File: src/intprio_defines.vh
`ifndef INTPRIO_DEFINES_VH
`define INTPRIO_DEFINES_VH

// ----------------------------------------------------------------
// Register offsets (word index on the register port)
// ----------------------------------------------------------------
`define OFS_PRIO14        4'h0
`define OFS_PRIO15        4'h1
`define OFS_PRIO16        4'h2
`define OFS_PRIO17        4'h3
`define OFS_PEND_STATUS   4'h4
`define OFS_CONTROL_ONE   4'h5
`define OFS_STATUS_LOW    4'h6
`define OFS_EVENT_STATUS  4'h7
`define OFS_EVENT_MASK    4'h8

// ----------------------------------------------------------------
// Field positions
// ----------------------------------------------------------------
`define NEST_DIS_BIT      15
`define IPL_HI            7
`define IPL_LO            5
`define LEVEL_HI          11
`define LEVEL_LO          8
`define VEC_HI            6
`define VEC_LO            0

// ----------------------------------------------------------------
// Implemented-field masks and reset values
// ----------------------------------------------------------------
`define MASK_PRIO14       16'h4007
`define MASK_PRIO14_FULL  16'h7007
`define MASK_PRIO15       16'h0077
`define MASK_PRIO16       16'h0770
`define MASK_PRIO17       16'h7777
`define PRIO_RESET_ALL    16'h4444
`define PRIO_DISABLED     3'h0
`define PRIO_TOP_USER     3'h7
`define PRIO_DELAYED_DISABLE_INSTR_MAX     3'h6

// ----------------------------------------------------------------
// Vector numbering, stack and counters
// ----------------------------------------------------------------
`define USER_VEC_BASE     7'h08
`define TRAP_LEVEL_BASE   4'h8
`define STACK_DEPTH       8
`define STACK_PTR_W       4
`define DELAYED_DISABLE_INSTR_CNT_W        14

`endif

File: src/intprio_ctrl.v
// How it works
// - A three-bit field gives priority 1 to 7, and code 000 turns its source off.
// - Reset loads level 4 into every user priority field.
// - Fields sit at bits 14-12, 10-8, 6-4, 2-0; all other bits read zero, ignore writes.
// - Status bits 6-0 show a pending user vector number minus eight, or a pending trap vector unchanged.
// - With nesting disabled no new user interrupt preempts one in service.
// - A user source can request only while its enable bit is set.
// - A flag left set is requested again right after the return.
// - The return restores the saved status low byte and previous CPU level.
// - A trap flag left set is taken again after its handler returns.
// - CPU level 7 masks every user source.
// - Traps at levels 8 to 15 are delivered when above the CPU level, whatever the disables.
// - The delayed disable blocks levels 1 to 6 for a count of cycles, never level 7.
// - Several sources may share one non-zero priority and are still arbitrated.
`default_nettype none

module intprio_ctrl (
  input  wire        CLK,
  input  wire        RESET,
  input  wire [3:0]  ADDR,
  input  wire [15:0] WDATA,
  input  wire        WR,
  input  wire        RD,
  output reg  [15:0] RDATA,
  input  wire [9:0]  SRC_FLAG,
  input  wire [9:0]  SRC_ENABLE,
  input  wire [7:0]  TRAP_FLAG,
  input  wire        IRQ_ACK,
  input  wire        RETURN_PULSE,
  input  wire        DELAYED_DISABLE_INSTR_START,
  input  wire [13:0] DELAYED_DISABLE_INSTR_CYCLES,
  output reg         IRQ_REQ,
  output reg  [6:0]  IRQ_VECTOR,
  output reg  [3:0]  IRQ_LEVEL,
  output reg  [3:0]  CPU_LEVEL,
  output reg         IRQ
);

`include "intprio_defines.vh"

  // ----------------------------------------------------------------
  // Priority registers
  // ----------------------------------------------------------------
  wire [15:0] prio14;
  wire [15:0] prio15;
  wire [15:0] prio16;
  wire [15:0] prio17;
  wire        wr_prio14 = WR && (ADDR == `OFS_PRIO14);
  wire        wr_prio15 = WR && (ADDR == `OFS_PRIO15);
  wire        wr_prio16 = WR && (ADDR == `OFS_PRIO16);
  wire        wr_prio17 = WR && (ADDR == `OFS_PRIO17);

  prio_reg #(.FIELD_MASK(`MASK_PRIO14_FULL)) u_prio14 (
    .CLK   (CLK),
    .RESET (RESET),
    .wr    (wr_prio14),
    .wdata (WDATA),
    .q     (prio14)
  );

  prio_reg #(.FIELD_MASK(`MASK_PRIO15)) u_prio15 (
    .CLK   (CLK),
    .RESET (RESET),
    .wr    (wr_prio15),
    .wdata (WDATA),
    .q     (prio15)
  );

  prio_reg #(.FIELD_MASK(`MASK_PRIO16)) u_prio16 (
    .CLK   (CLK),
    .RESET (RESET),
    .wr    (wr_prio16),
    .wdata (WDATA),
    .q     (prio16)
  );

  prio_reg #(.FIELD_MASK(`MASK_PRIO17)) u_prio17 (
    .CLK   (CLK),
    .RESET (RESET),
    .wr    (wr_prio17),
    .wdata (WDATA),
    .q     (prio17)
  );

  // Source order gives vector order: index 0 is the lowest vector
  wire [2:0] codec_port_error_priority = prio14[14:12];
  wire [2:0] can_two_event_priority    = prio14[2:0];
  wire [2:0] xfer_chan5_done_priority  = prio15[6:4];
  wire [2:0] codec_port_event_priority = prio15[2:0];
  wire [2:0] serial_two_error_priority = prio16[10:8];
  wire [2:0] serial_one_error_priority = prio16[6:4];
  wire [2:0] can_two_transmit_priority = prio17[14:12];
  wire [2:0] can_one_transmit_priority = prio17[10:8];
  wire [2:0] xfer_chan7_done_priority  = prio17[6:4];
  wire [2:0] xfer_chan6_done_priority  = prio17[2:0];

  wire [29:0] src_prio = {xfer_chan6_done_priority, xfer_chan7_done_priority,
                          can_one_transmit_priority, can_two_transmit_priority,
                          serial_one_error_priority, serial_two_error_priority,
                          codec_port_event_priority, xfer_chan5_done_priority,
                          can_two_event_priority, codec_port_error_priority};

  // ----------------------------------------------------------------
  // Control, status low byte and level stack
  // ----------------------------------------------------------------
  reg        nesting_disable;
  reg [7:0]  status_low_byte;
  reg [3:0]  cur_level;
  reg [95:0] stack;
  reg [3:0]  depth;
  reg [13:0] delayed_disable_instr_count;
  reg [3:0]  event_status;
  reg [3:0]  event_mask;
  reg [3:0]  new_level;
  reg [6:0]  pend_vec;
  reg        pend_valid;
  reg        pend_trap;

  wire in_service  = (depth != 4'h0);
  wire delayed_disable_instr_active = (delayed_disable_instr_count != 14'h0000);

  // ----------------------------------------------------------------
  // Arbitration
  // ----------------------------------------------------------------
  reg [3:0]  next_level;
  reg [6:0]  next_vec;
  reg        next_valid;
  reg        next_trap;
  reg [2:0]  p;
  reg        blocked;
  integer    i;

  always @* begin
    next_level = 4'h0;
    next_vec   = 7'h00;
    next_valid = 1'b0;
    next_trap  = 1'b0;
    p          = 3'h0;
    blocked    = 1'b0;
    for (i = 0; i < 10; i = i + 1) begin
      p = src_prio[3*i +: 3];
      blocked = (p == `PRIO_DISABLED);
      if (!SRC_ENABLE[i] || !SRC_FLAG[i]) begin
        blocked = 1'b1;
      end
      if ({1'b0, p} <= cur_level) begin
        blocked = 1'b1;
      end
      if (delayed_disable_instr_active && (p <= `PRIO_DELAYED_DISABLE_INSTR_MAX)) begin
        blocked = 1'b1;
      end
      if (nesting_disable && in_service) begin
        blocked = 1'b1;
      end
      // Strict compare keeps the lowest index among equals
      if (!blocked && (!next_valid || ({1'b0, p} > next_level))) begin
        next_valid = 1'b1;
        next_level = {1'b0, p};
        next_vec   = `USER_VEC_BASE + i[6:0];
      end
    end
    for (i = 0; i < 8; i = i + 1) begin
      if (TRAP_FLAG[i] && ((`TRAP_LEVEL_BASE + i[3:0]) > cur_level)) begin
        next_valid = 1'b1;
        next_trap  = 1'b1;
        next_level = `TRAP_LEVEL_BASE + i[3:0];
        next_vec   = i[6:0];
      end
    end
  end

  always @(posedge CLK) begin
    if (RESET) begin
      pend_valid <= 1'b0;
      pend_trap  <= 1'b0;
      new_level  <= 4'h0;
      pend_vec   <= 7'h00;
    end else begin
      pend_valid <= next_valid && !IRQ_ACK && !RETURN_PULSE;
      pend_trap  <= next_trap;
      new_level  <= next_level;
      pend_vec   <= next_vec;
    end
  end

  // ----------------------------------------------------------------
  // Level tracking, nesting and return
  // ----------------------------------------------------------------
  always @(posedge CLK) begin
    if (RESET) begin
      cur_level       <= 4'h0;
      status_low_byte <= 8'h00;
      stack           <= 96'h0;
      depth           <= 4'h0;
    end else if (IRQ_ACK && IRQ_REQ && (depth != `STACK_DEPTH)) begin
      // Push the old level, then enter the level the core was shown, not a later arbitration
      stack                       <= {stack[83:0], cur_level, status_low_byte};
      depth                       <= depth + 4'h1;
      cur_level                   <= IRQ_LEVEL;
      status_low_byte[`IPL_HI:`IPL_LO] <= IRQ_LEVEL[2:0];
    end else if (RETURN_PULSE && in_service) begin
      cur_level       <= stack[11:8];
      status_low_byte <= stack[7:0];
      stack           <= {12'h000, stack[95:12]};
      depth           <= depth - 4'h1;
    end else if (WR && (ADDR == `OFS_STATUS_LOW)) begin
      status_low_byte <= WDATA[7:0];
      if (cur_level < `TRAP_LEVEL_BASE) begin
        cur_level <= {1'b0, WDATA[`IPL_HI:`IPL_LO]};
      end
    end
  end

  // ----------------------------------------------------------------
  // Delayed disable counter and control register
  // ----------------------------------------------------------------
  always @(posedge CLK) begin
    if (RESET) begin
      delayed_disable_instr_count <= 14'h0000;
    end else if (DELAYED_DISABLE_INSTR_START) begin
      delayed_disable_instr_count <= DELAYED_DISABLE_INSTR_CYCLES;
    end else if (delayed_disable_instr_active) begin
      delayed_disable_instr_count <= delayed_disable_instr_count - 14'h0001;
    end
  end

  always @(posedge CLK) begin
    if (RESET) begin
      nesting_disable <= 1'b0;
      event_mask      <= 4'h0;
    end else if (WR && (ADDR == `OFS_CONTROL_ONE)) begin
      nesting_disable <= WDATA[`NEST_DIS_BIT];
    end else if (WR && (ADDR == `OFS_EVENT_MASK)) begin
      event_mask <= WDATA[3:0];
    end
  end

  // ----------------------------------------------------------------
  // Event status: set wins over the read clear
  // ----------------------------------------------------------------
  wire [3:0] ev_set = {IRQ_ACK && IRQ_REQ && in_service,
                       RETURN_PULSE && in_service,
                       next_valid && next_trap && !pend_valid,
                       next_valid && !next_trap && !pend_valid};
  wire       ev_read = RD && (ADDR == `OFS_EVENT_STATUS);
  wire [3:0] next_event_status = (ev_read ? 4'h0 : event_status) | ev_set;

  always @(posedge CLK) begin
    if (RESET) begin
      event_status <= 4'h0;
    end else begin
      event_status <= next_event_status;
    end
  end

  // ----------------------------------------------------------------
  // Register read port
  // ----------------------------------------------------------------
  reg [15:0] next_rdata;

  always @* begin
    case (ADDR)
      `OFS_PRIO14:       next_rdata = prio14;
      `OFS_PRIO15:       next_rdata = prio15;
      `OFS_PRIO16:       next_rdata = prio16;
      `OFS_PRIO17:       next_rdata = prio17;
      `OFS_PEND_STATUS:  next_rdata = {4'h0, new_level, 1'b0,
                                       pend_vec - `USER_VEC_BASE * {6'h00, !pend_trap}};
      `OFS_CONTROL_ONE:  next_rdata = {nesting_disable, 15'h0000};
      `OFS_STATUS_LOW:   next_rdata = {8'h00, status_low_byte};
      `OFS_EVENT_STATUS: next_rdata = {12'h000, event_status};
      `OFS_EVENT_MASK:   next_rdata = {12'h000, event_mask};
      default:           next_rdata = 16'h0000;
    endcase
  end

  always @(posedge CLK) begin
    if (RESET) begin
      RDATA      <= 16'h0000;
      IRQ_REQ    <= 1'b0;
      IRQ_VECTOR <= 7'h00;
      IRQ_LEVEL  <= 4'h0;
      CPU_LEVEL  <= 4'h0;
      IRQ        <= 1'b0;
    end else begin
      RDATA      <= RD ? next_rdata : 16'h0000;
      IRQ_REQ    <= pend_valid && !IRQ_ACK;
      IRQ_VECTOR <= pend_vec;
      IRQ_LEVEL  <= new_level;
      CPU_LEVEL  <= cur_level;
      IRQ        <= |(next_event_status & event_mask);
    end
  end

endmodule

`default_nettype wire

File: src/prio_reg.v
`default_nettype none

// ----------------------------------------------------------------
// One sixteen-bit priority register
// ----------------------------------------------------------------
module prio_reg #(
  parameter [15:0] FIELD_MASK = 16'h7777
) (
  input  wire        CLK,
  input  wire        RESET,
  input  wire        wr,
  input  wire [15:0] wdata,
  output reg  [15:0] q
);

`include "intprio_defines.vh"

  always @(posedge CLK) begin
    if (RESET) begin
      q <= `PRIO_RESET_ALL & FIELD_MASK;
    end else if (wr) begin
      q <= wdata & FIELD_MASK;
    end
  end

endmodule

`default_nettype wire
File: config.mk
export PLATFORM = sky130hd
export DESIGN_NAME = intprio_ctrl
export DESIGN_NICKNAME = d
export VERILOG_FILES = /design/src/intprio_ctrl.v /design/src/prio_reg.v
export VERILOG_INCLUDE_DIRS = /design/src
export SDC_FILE = /design/constraint.sdc
export NUM_CORES = 1
export LEC_CHECK = 0
export BUFFER_PORTS_ARGS = -buffer_cell sky130_fd_sc_hd__buf_4
export CORE_ASPECT_RATIO = 0.9
export CORE_MARGIN = 8
export CORE_UTILIZATION = 49
export DETAILED_ROUTE_END_ITERATION = 16
export GPL_ROUTABILITY_DRIVEN = 0
export PLACE_DENSITY = 0.68
export SETUP_SLACK_MARGIN = 0.05
export SLEW_MARGIN = 20
export SYNTH_ARGS = -nofsm -noshare
export SYNTH_HDL_FRONTEND = slang
export SYNTH_SLANG_ARGS = --single-unit
File: constraint.sdc
create_clock -name CLK -period 39.6 [get_ports CLK]
set_input_delay 1.98 -clock CLK [delete_from_list [all_inputs] [get_ports CLK]]
set_output_delay 1.98 -clock CLK [all_outputs]
set_load 0.01 [all_outputs]
Yosys cells after proc, flatten, opt, wreduce, memory -nomap -nowiden

Cells that the tools add are included.

Output and inout bits: 33
Bits in registers: 211
Bits of input ports: 69

Multiplexer cells: 117
Add/subtract/negate cells: 4
Reductions and logical operators: 134
Magnitude comparators: 38
Eq/ne operators: 9
Bitwise gates (word level): 5

Operator list:

| operator              | count |
|---|---|
| $mux 96               | 2 |
| $pmux 16 s9           | 1 |
| $mux 4                | 25 |
| $mux 1                | 66 |
| $logic_and 1x1->1     | 47 |
| $mux 5                | 9 |
| $logic_not 1->1       | 42 |
| $le 3x4->1            | 10 |
| $gt 3x4->1            | 9 |
| $gt 4x4->1 const A    | 8 |
| $le 3x3->1 const B    | 10 |
| $logic_not 3->1       | 10 |
| $mux 3                | 10 |
| $mux 14               | 2 |
| $logic_or 1x1->1      | 19 |
| $reduce_or 18->1      | 1 |
| $eq 4x3->1 const B    | 4 |
| $mux 8                | 2 |
| $reduce_bool 14->1    | 1 |
| $sub 14x1->14 const B | 1 |
| $reduce_or 11->1      | 1 |
| $reduce_or 9->1       | 1 |
| $eq 4x2->1 const B    | 2 |
| $sub 7x4->7           | 1 |
| 16 further kinds      | 23 |

Logic depth before layout (Yosys ltp)

Word-level depth: 56
Depth in mapped cells: 81
Mapped depth without buffers: 76

By module

A second synthesis with hierarchy kept.

Cell total of the unflattened synthesis: 1427
Area, all modules: 11492.3 µm²

By module, submodules not included:

| module                   | times used | cells an instance | seq. area each (µm²) | area an instance (µm²) |
|---|---|---|---|---|
| intprio_ctrl             | 1          | 1293              | 3523.4               | 10126.0 |
| prio_reg at u_prio14 ... | 3          | 30                | 120.1                | 295.3 |
| prio_reg at u_prio17     | 1          | 44                | 240.2                | 480.5 |

Worst setup path after synthesis

Ideal clock, no wire load.

Path kind: input to register
From: input SRC_ENABLE[0]
To: register new_level[1]
Cell stages on the path: 75
Data arrival time: 14.117 ns
Setup time: 0.120 ns
Setup slack: 25.363 ns
Cell sequence: nand4_1 -> a211oi_2 -> nand2_1 -> ha_1 -> nor2b_1 -> o21a_1 -> o21ai_0 -> o211ai_2 -> a21boi_0 -> ha_1 -> nor2b_1 -> o21ai_0 -> a32oi_1 -> a21oi_4 -> or3_4 -> nand2_1 -> ha_1 -> nor2b_1 -> (+39 left out) -> nand3b_1 -> a21boi_0 -> ha_1 -> a21o_1 -> a21oi_1 -> a31oi_1 -> a31oi_4 -> or2_2 -> o2bb2ai_1 -> ha_1 -> nor2b_1 -> o21ai_0 -> inv_1 -> o21ai_0 -> a21oi_1 -> nor2_1 -> and4b_1 -> o31a_1

Cells in the longest elaborated chain, start to end: 51
Elaborated cells on any way between the ends: 68

RTL lines:

| item                                                 | RTL line           | source |
|---|---|---|
| from (decl)                                          | intprio_ctrl.v:26  | `input wire [9:0] SRC_ENABLE,` |
| $logic_not 1->1 *                                    | intprio_ctrl.v:143 | `if (!SRC_ENABLE[i] \|\| !SRC_FLAG[i]) begin` |
| $logic_or 1x1->1 *                                   | intprio_ctrl.v:143 |  |
| $mux 1 *                                             | intprio_ctrl.v:143 |  |
| $mux 1 *                                             | intprio_ctrl.v:146 | `if ({1'b0, p} <= cur_level) begin` |
| $mux 1 *                                             | intprio_ctrl.v:149 | `` if (delayed_disable_instr_active && (p <= `PRIO_DELAYED_DISABLE_INSTR_MAX)) begin `` |
| $mux 1 *                                             | intprio_ctrl.v:152 | `if (nesting_disable && in_service) begin` |
| $mux 3                                               | intprio_ctrl.v:156 | `if (!blocked && (!next_valid \|\| ({1'b0, p} > next_level))) begin` |
| $gt 3x4->1                                           | intprio_ctrl.v:156 |  |
| (+28 left out)                                       | --                 |  |
| $logic_or 1x1->1                                     | intprio_ctrl.v:156 |  |
| $logic_and 1x1->1                                    | intprio_ctrl.v:156 |  |
| $mux 4 / $mux 1 (equally long branches)              | intprio_ctrl.v:156 |  |
| $gt 3x4->1 / $logic_not 1->1 (equally long branches) | intprio_ctrl.v:156 |  |
| $logic_or 1x1->1                                     | intprio_ctrl.v:156 |  |
| $logic_and 1x1->1                                    | intprio_ctrl.v:156 |  |
| $mux 4 *                                             | intprio_ctrl.v:156 |  |
| $mux 4 * (8 in a row)                                | intprio_ctrl.v:163 | `` if (TRAP_FLAG[i] && ((`TRAP_LEVEL_BASE + i[3:0]) > cur_level)) begin `` |
| to (signal assigned)                                 | intprio_ctrl.v:181 | `new_level <= next_level;` |
| to (decl)                                            | intprio_ctrl.v:114 | `reg [3:0] new_level;` |

Mark *: on every way between the ends. The rest lies on a longest branch, timed or not.
A chain may end at the register's enable or synchronous reset.

Worst setup path after layout

Ends and elaborated chain as after synthesis.

==> impl_metrics.json <==
{
  "outcome": "completed",
  "critPathMaxFanout": 15,
  "holdBufCountCts": 0,
  "p_leak_uw": 0.005029,
  "diodes": 0,
  "crit_path_frequent_cell": "ha_1",
  "drtAntennaViolNets": 0,
  "ir_worst_vdd_mv": 0.03180,
  "grt_pass1_vias": 9491,
  "tightest_slew_ns": 1.067,
  "ys_top_cells_by_area": "dfxtp_1 (37%), nand2_1 (9.0%), a311oi_1 (7.4%), nor2_1 (7.2%), ha_1 (7.1%)",
  "async_flop_share": 0,
  "crit_path_end": "new_level[1]$_SDFF_PP0_",
  "maxCapViolCount": 0,
  "ctsResizeCount": 0,
  "r2r_slack_ns": 23.68,
  "finalCriticalPeriod_ns": 16.05,
  "syn_area_per_cell_sq_um": 7.960,
  "p_clk_frac": 0.361,
  "grt_pass1_wl_mm": 50.22,
  "grt_antenna_before_repair": 0,
  "rsz0062_at_grt": "no",
  "synth_area_sq_um": 11100,
  "netlist_instances": 1395,
  "worstPathRequired_ns": 40.01,
  "yosys-top-cells-count": "nand2_1 (266), nor2_1 (214), dfxtp_1 (206), a311oi_1 (94), clkbuf_1 (80)",
  "grt.met3_usage": 0.03770,
  "slew_headroom": 0.2884,
  "critPathKind": "input port to flip-flop",
  "cts_setup_buffers": 0,
  "die-height_um": 158.8,
  "grt_max_degree": 110,
  "crit_start": "SRC_ENABLE[0]",
  "firstDrtPassIters": 5,
  "yosys.cell_types.count": 82,
  "post-synth-top-count-cell": "nand2_1",
  "overflow": 0,
  "wl_per_cell_um": 17.83,
  "dieArea_sq_um": 27740,
  "grt_use_met2": 0.3512,
  "power_frac_comb": 0.248,
  "root_buffer": "clkbuf_16",
  "cpPeakStageDelay_ns": 0.69,
  "fin_crit_sh": 0.4052,
  "grtUsageMet1": 0.2818,
  "swShare": 0.3360,
  "io_pins": 102,
  "die_w_um": 174.7,
  "numCtsBuffers": 23,
  "r2r_cells": 77,
  "numClockSinks": 206,
  "drive_gt1_frac": 0.1259,
  "hp-class": "flip-flop to flip-flop",
  "yosys.area.top_type": "dfxtp_1",
  "wl_mm": 31.22,
  "vias": 10370,
  "area_growth_pct": 14.50,
  "synth-main-ff-cell": "dfxtp_1",
  "seq_area_frac_synth": 0.3714,
  "drt_iter0_markers": 980,
  "hold_path_startpoint": "status_low_byte[7]$_SDFFE_PP0P_",
  "drv_slew": 0,
  "start_kind": "input port",
  "intPower_uw": 398.3,
  "std_cell_rows": 52,
  "crit_family": "compound AO/OA/AOI/OAI gates",
  "fmax_mhz": 62.32,
  "synth_top_area_share": 0.3714,
  "r2r_end": "new_level[1]$_SDFF_PP0_",
  "fin_skew_ns": 0.008062,
  "place_ws_ns": 23.38,
  "final_nets": 1571,
  "yosys_register_bits": 206,
  "synth-edff-count": 0,
  "cp-end-kind": "flip-flop",
  "reg2reg_from": "cur_level[2]$_SDFFE_PP0P_",
  "crit_cells": 74,
  "insertion_delay_ns": 0.52,
  "setup_tns_ns": 0,
  "clk_pin_slew_ns": 0.06,
  "h-tree-depth": 1,
  "dp.final_hpwl_mm": 21.27,
  "layout_setup_ws_ns": 23.55,
  "cts_buffer_depth": 3,
  "busiest_layer": "met2",
  "grtUsageTotal": 0.2144,
  "setup_viol": 0,
  "seqPwrFrac": 0.391,
  "drc": 0,
  "start_util": 0.4961,
  "cp_data_arrival_time_ns": 16.46,
  "yosys_warnings": 0,
  "port-buffer-count": 98,
  "cp_num_buf_inv": 3,
  "cts_tree": "yes",
  "cpMaxStageDelayCell": "nor2_1",
  "power.switching_uw": 201.5,
  "hold_viol_final": 0,
  "core_sq_um": 22380,
  "vias_per_cell": 5.925,
  "power.density_nw_per_um2": 47.18
}
==> worst min-delay path, cell delays in order (launching register included) <==
cell and delay, ns:
dfxtp_1 0.33, nand2_1 0.06, nor2_1 0.03
==> power groups by stage <==
stage	logic, uW	clock network [uW]	registers [uW]
CTS	149	220	234
global route	166	229	237
global placement	145	0	238
floorplan	107	0	235
finish	149	217	234
detailed placement	149	0	239
==> final cells by class <==
class | count | area, sq um
multi-input cells | 1055 | 6456
repair buffers | 110 | 829.5
clock inverters | 6 | 72.57
flip-flops and latches | 206 | 4124
inverters | 42 | 160.2
clock buffers | 35 | 700.7
fillers | 2065 | 9667
well taps | 297 | 371.6
==> stage by stage <==
stage	hold slack, ns	util	total power, uW	instances	area, sq um
detailed placement	0.4587	0.5335	387.2	1710	11940
finish	0.4693	0.5681	599.9	1751	12710
CTS	0.4654	0.5681	603.4	1751	12710
global placement	0.4552	0.5335	383.6	1710	11940
global route	0.4976	0.5681	631.9	1751	12710
floorplan	0.4220	-	341.9	1396	11110
==> sequential cells by signal (all words and copies together), names as in the netlist, 5 cells and up <==
signal / count
u_prio16.q: 6
IRQ_VECTOR: 5
pend_vec: 5
RDATA: 16
status_low_byte: 8
stack: 96
u_prio14.q: 6
u_prio17.q: 12
delayed_disable_instr_count: 14
u_prio15.q: 6
==> kinds of logic (layout without fill, tap and decap cells) <==
family / Yosys count / in the layout / synth area share
buffers and inverters: 135 / 193 / 0.04834
AND/OR/NAND/NOR: 617 / 617 / 0.2423
XOR/XNOR: 13 / 13 / 0.01025
multiplexers: 27 / 27 / 0.02479
AO/OA/AOI/OAI: 332 / 332 / 0.2299
other: 1 / 2 / 0.0003377
adder cells (fa/ha/maj): 64 / 64 / 0.07279
flip-flops: 206 / 206 / 0.3714
==> routing by layer <==
metal | vias up | wire length (um)
li1 | 5102 | -
met5 | - | 0
met2 | 321 | 14600
met4 | 0 | 859
met1 | 4893 | 13770
met3 | 58 | 1987
==> how the worst min path moves through the flow <==
stage / to / slack [ns] / cells after the start
2_1_floorplan: IRQ_VECTOR[3]$_SDFF_PP0_ / 0.42 / 2
3_3_place_gp: RDATA[7]$_SDFF_PP0_ / 0.46 / 2
3_5_place_dp: RDATA[7]$_SDFF_PP0_ / 0.46 / 2
4_1_cts: RDATA[7]$_SDFF_PP0_ / 0.47 / 2
5_1_grt: IRQ_REQ$_SDFF_PP0_ / 0.50 / 1
6_report: RDATA[7]$_SDFF_PP0_ / 0.47 / 2
==> cell usage in the layout (no fill, tap or decap), types with 11 or more instances in the layout <==
cell type	count
nand2_1	265
nor2_1	214
dfxtp_1	206
buf_4	109
a311oi_1	94
ha_1	63
a21oi_1	53
inv_1	41
o21ai_0	36
nand3_1	27
nor2b_1	25
a22oi_1	24
mux2i_1	23
clkbuf_16	23
a31oi_1	19
nor3_1	15
a32oi_1	12
nand3b_1	11
Note: power is estimated with default switching activity, not from simulation.
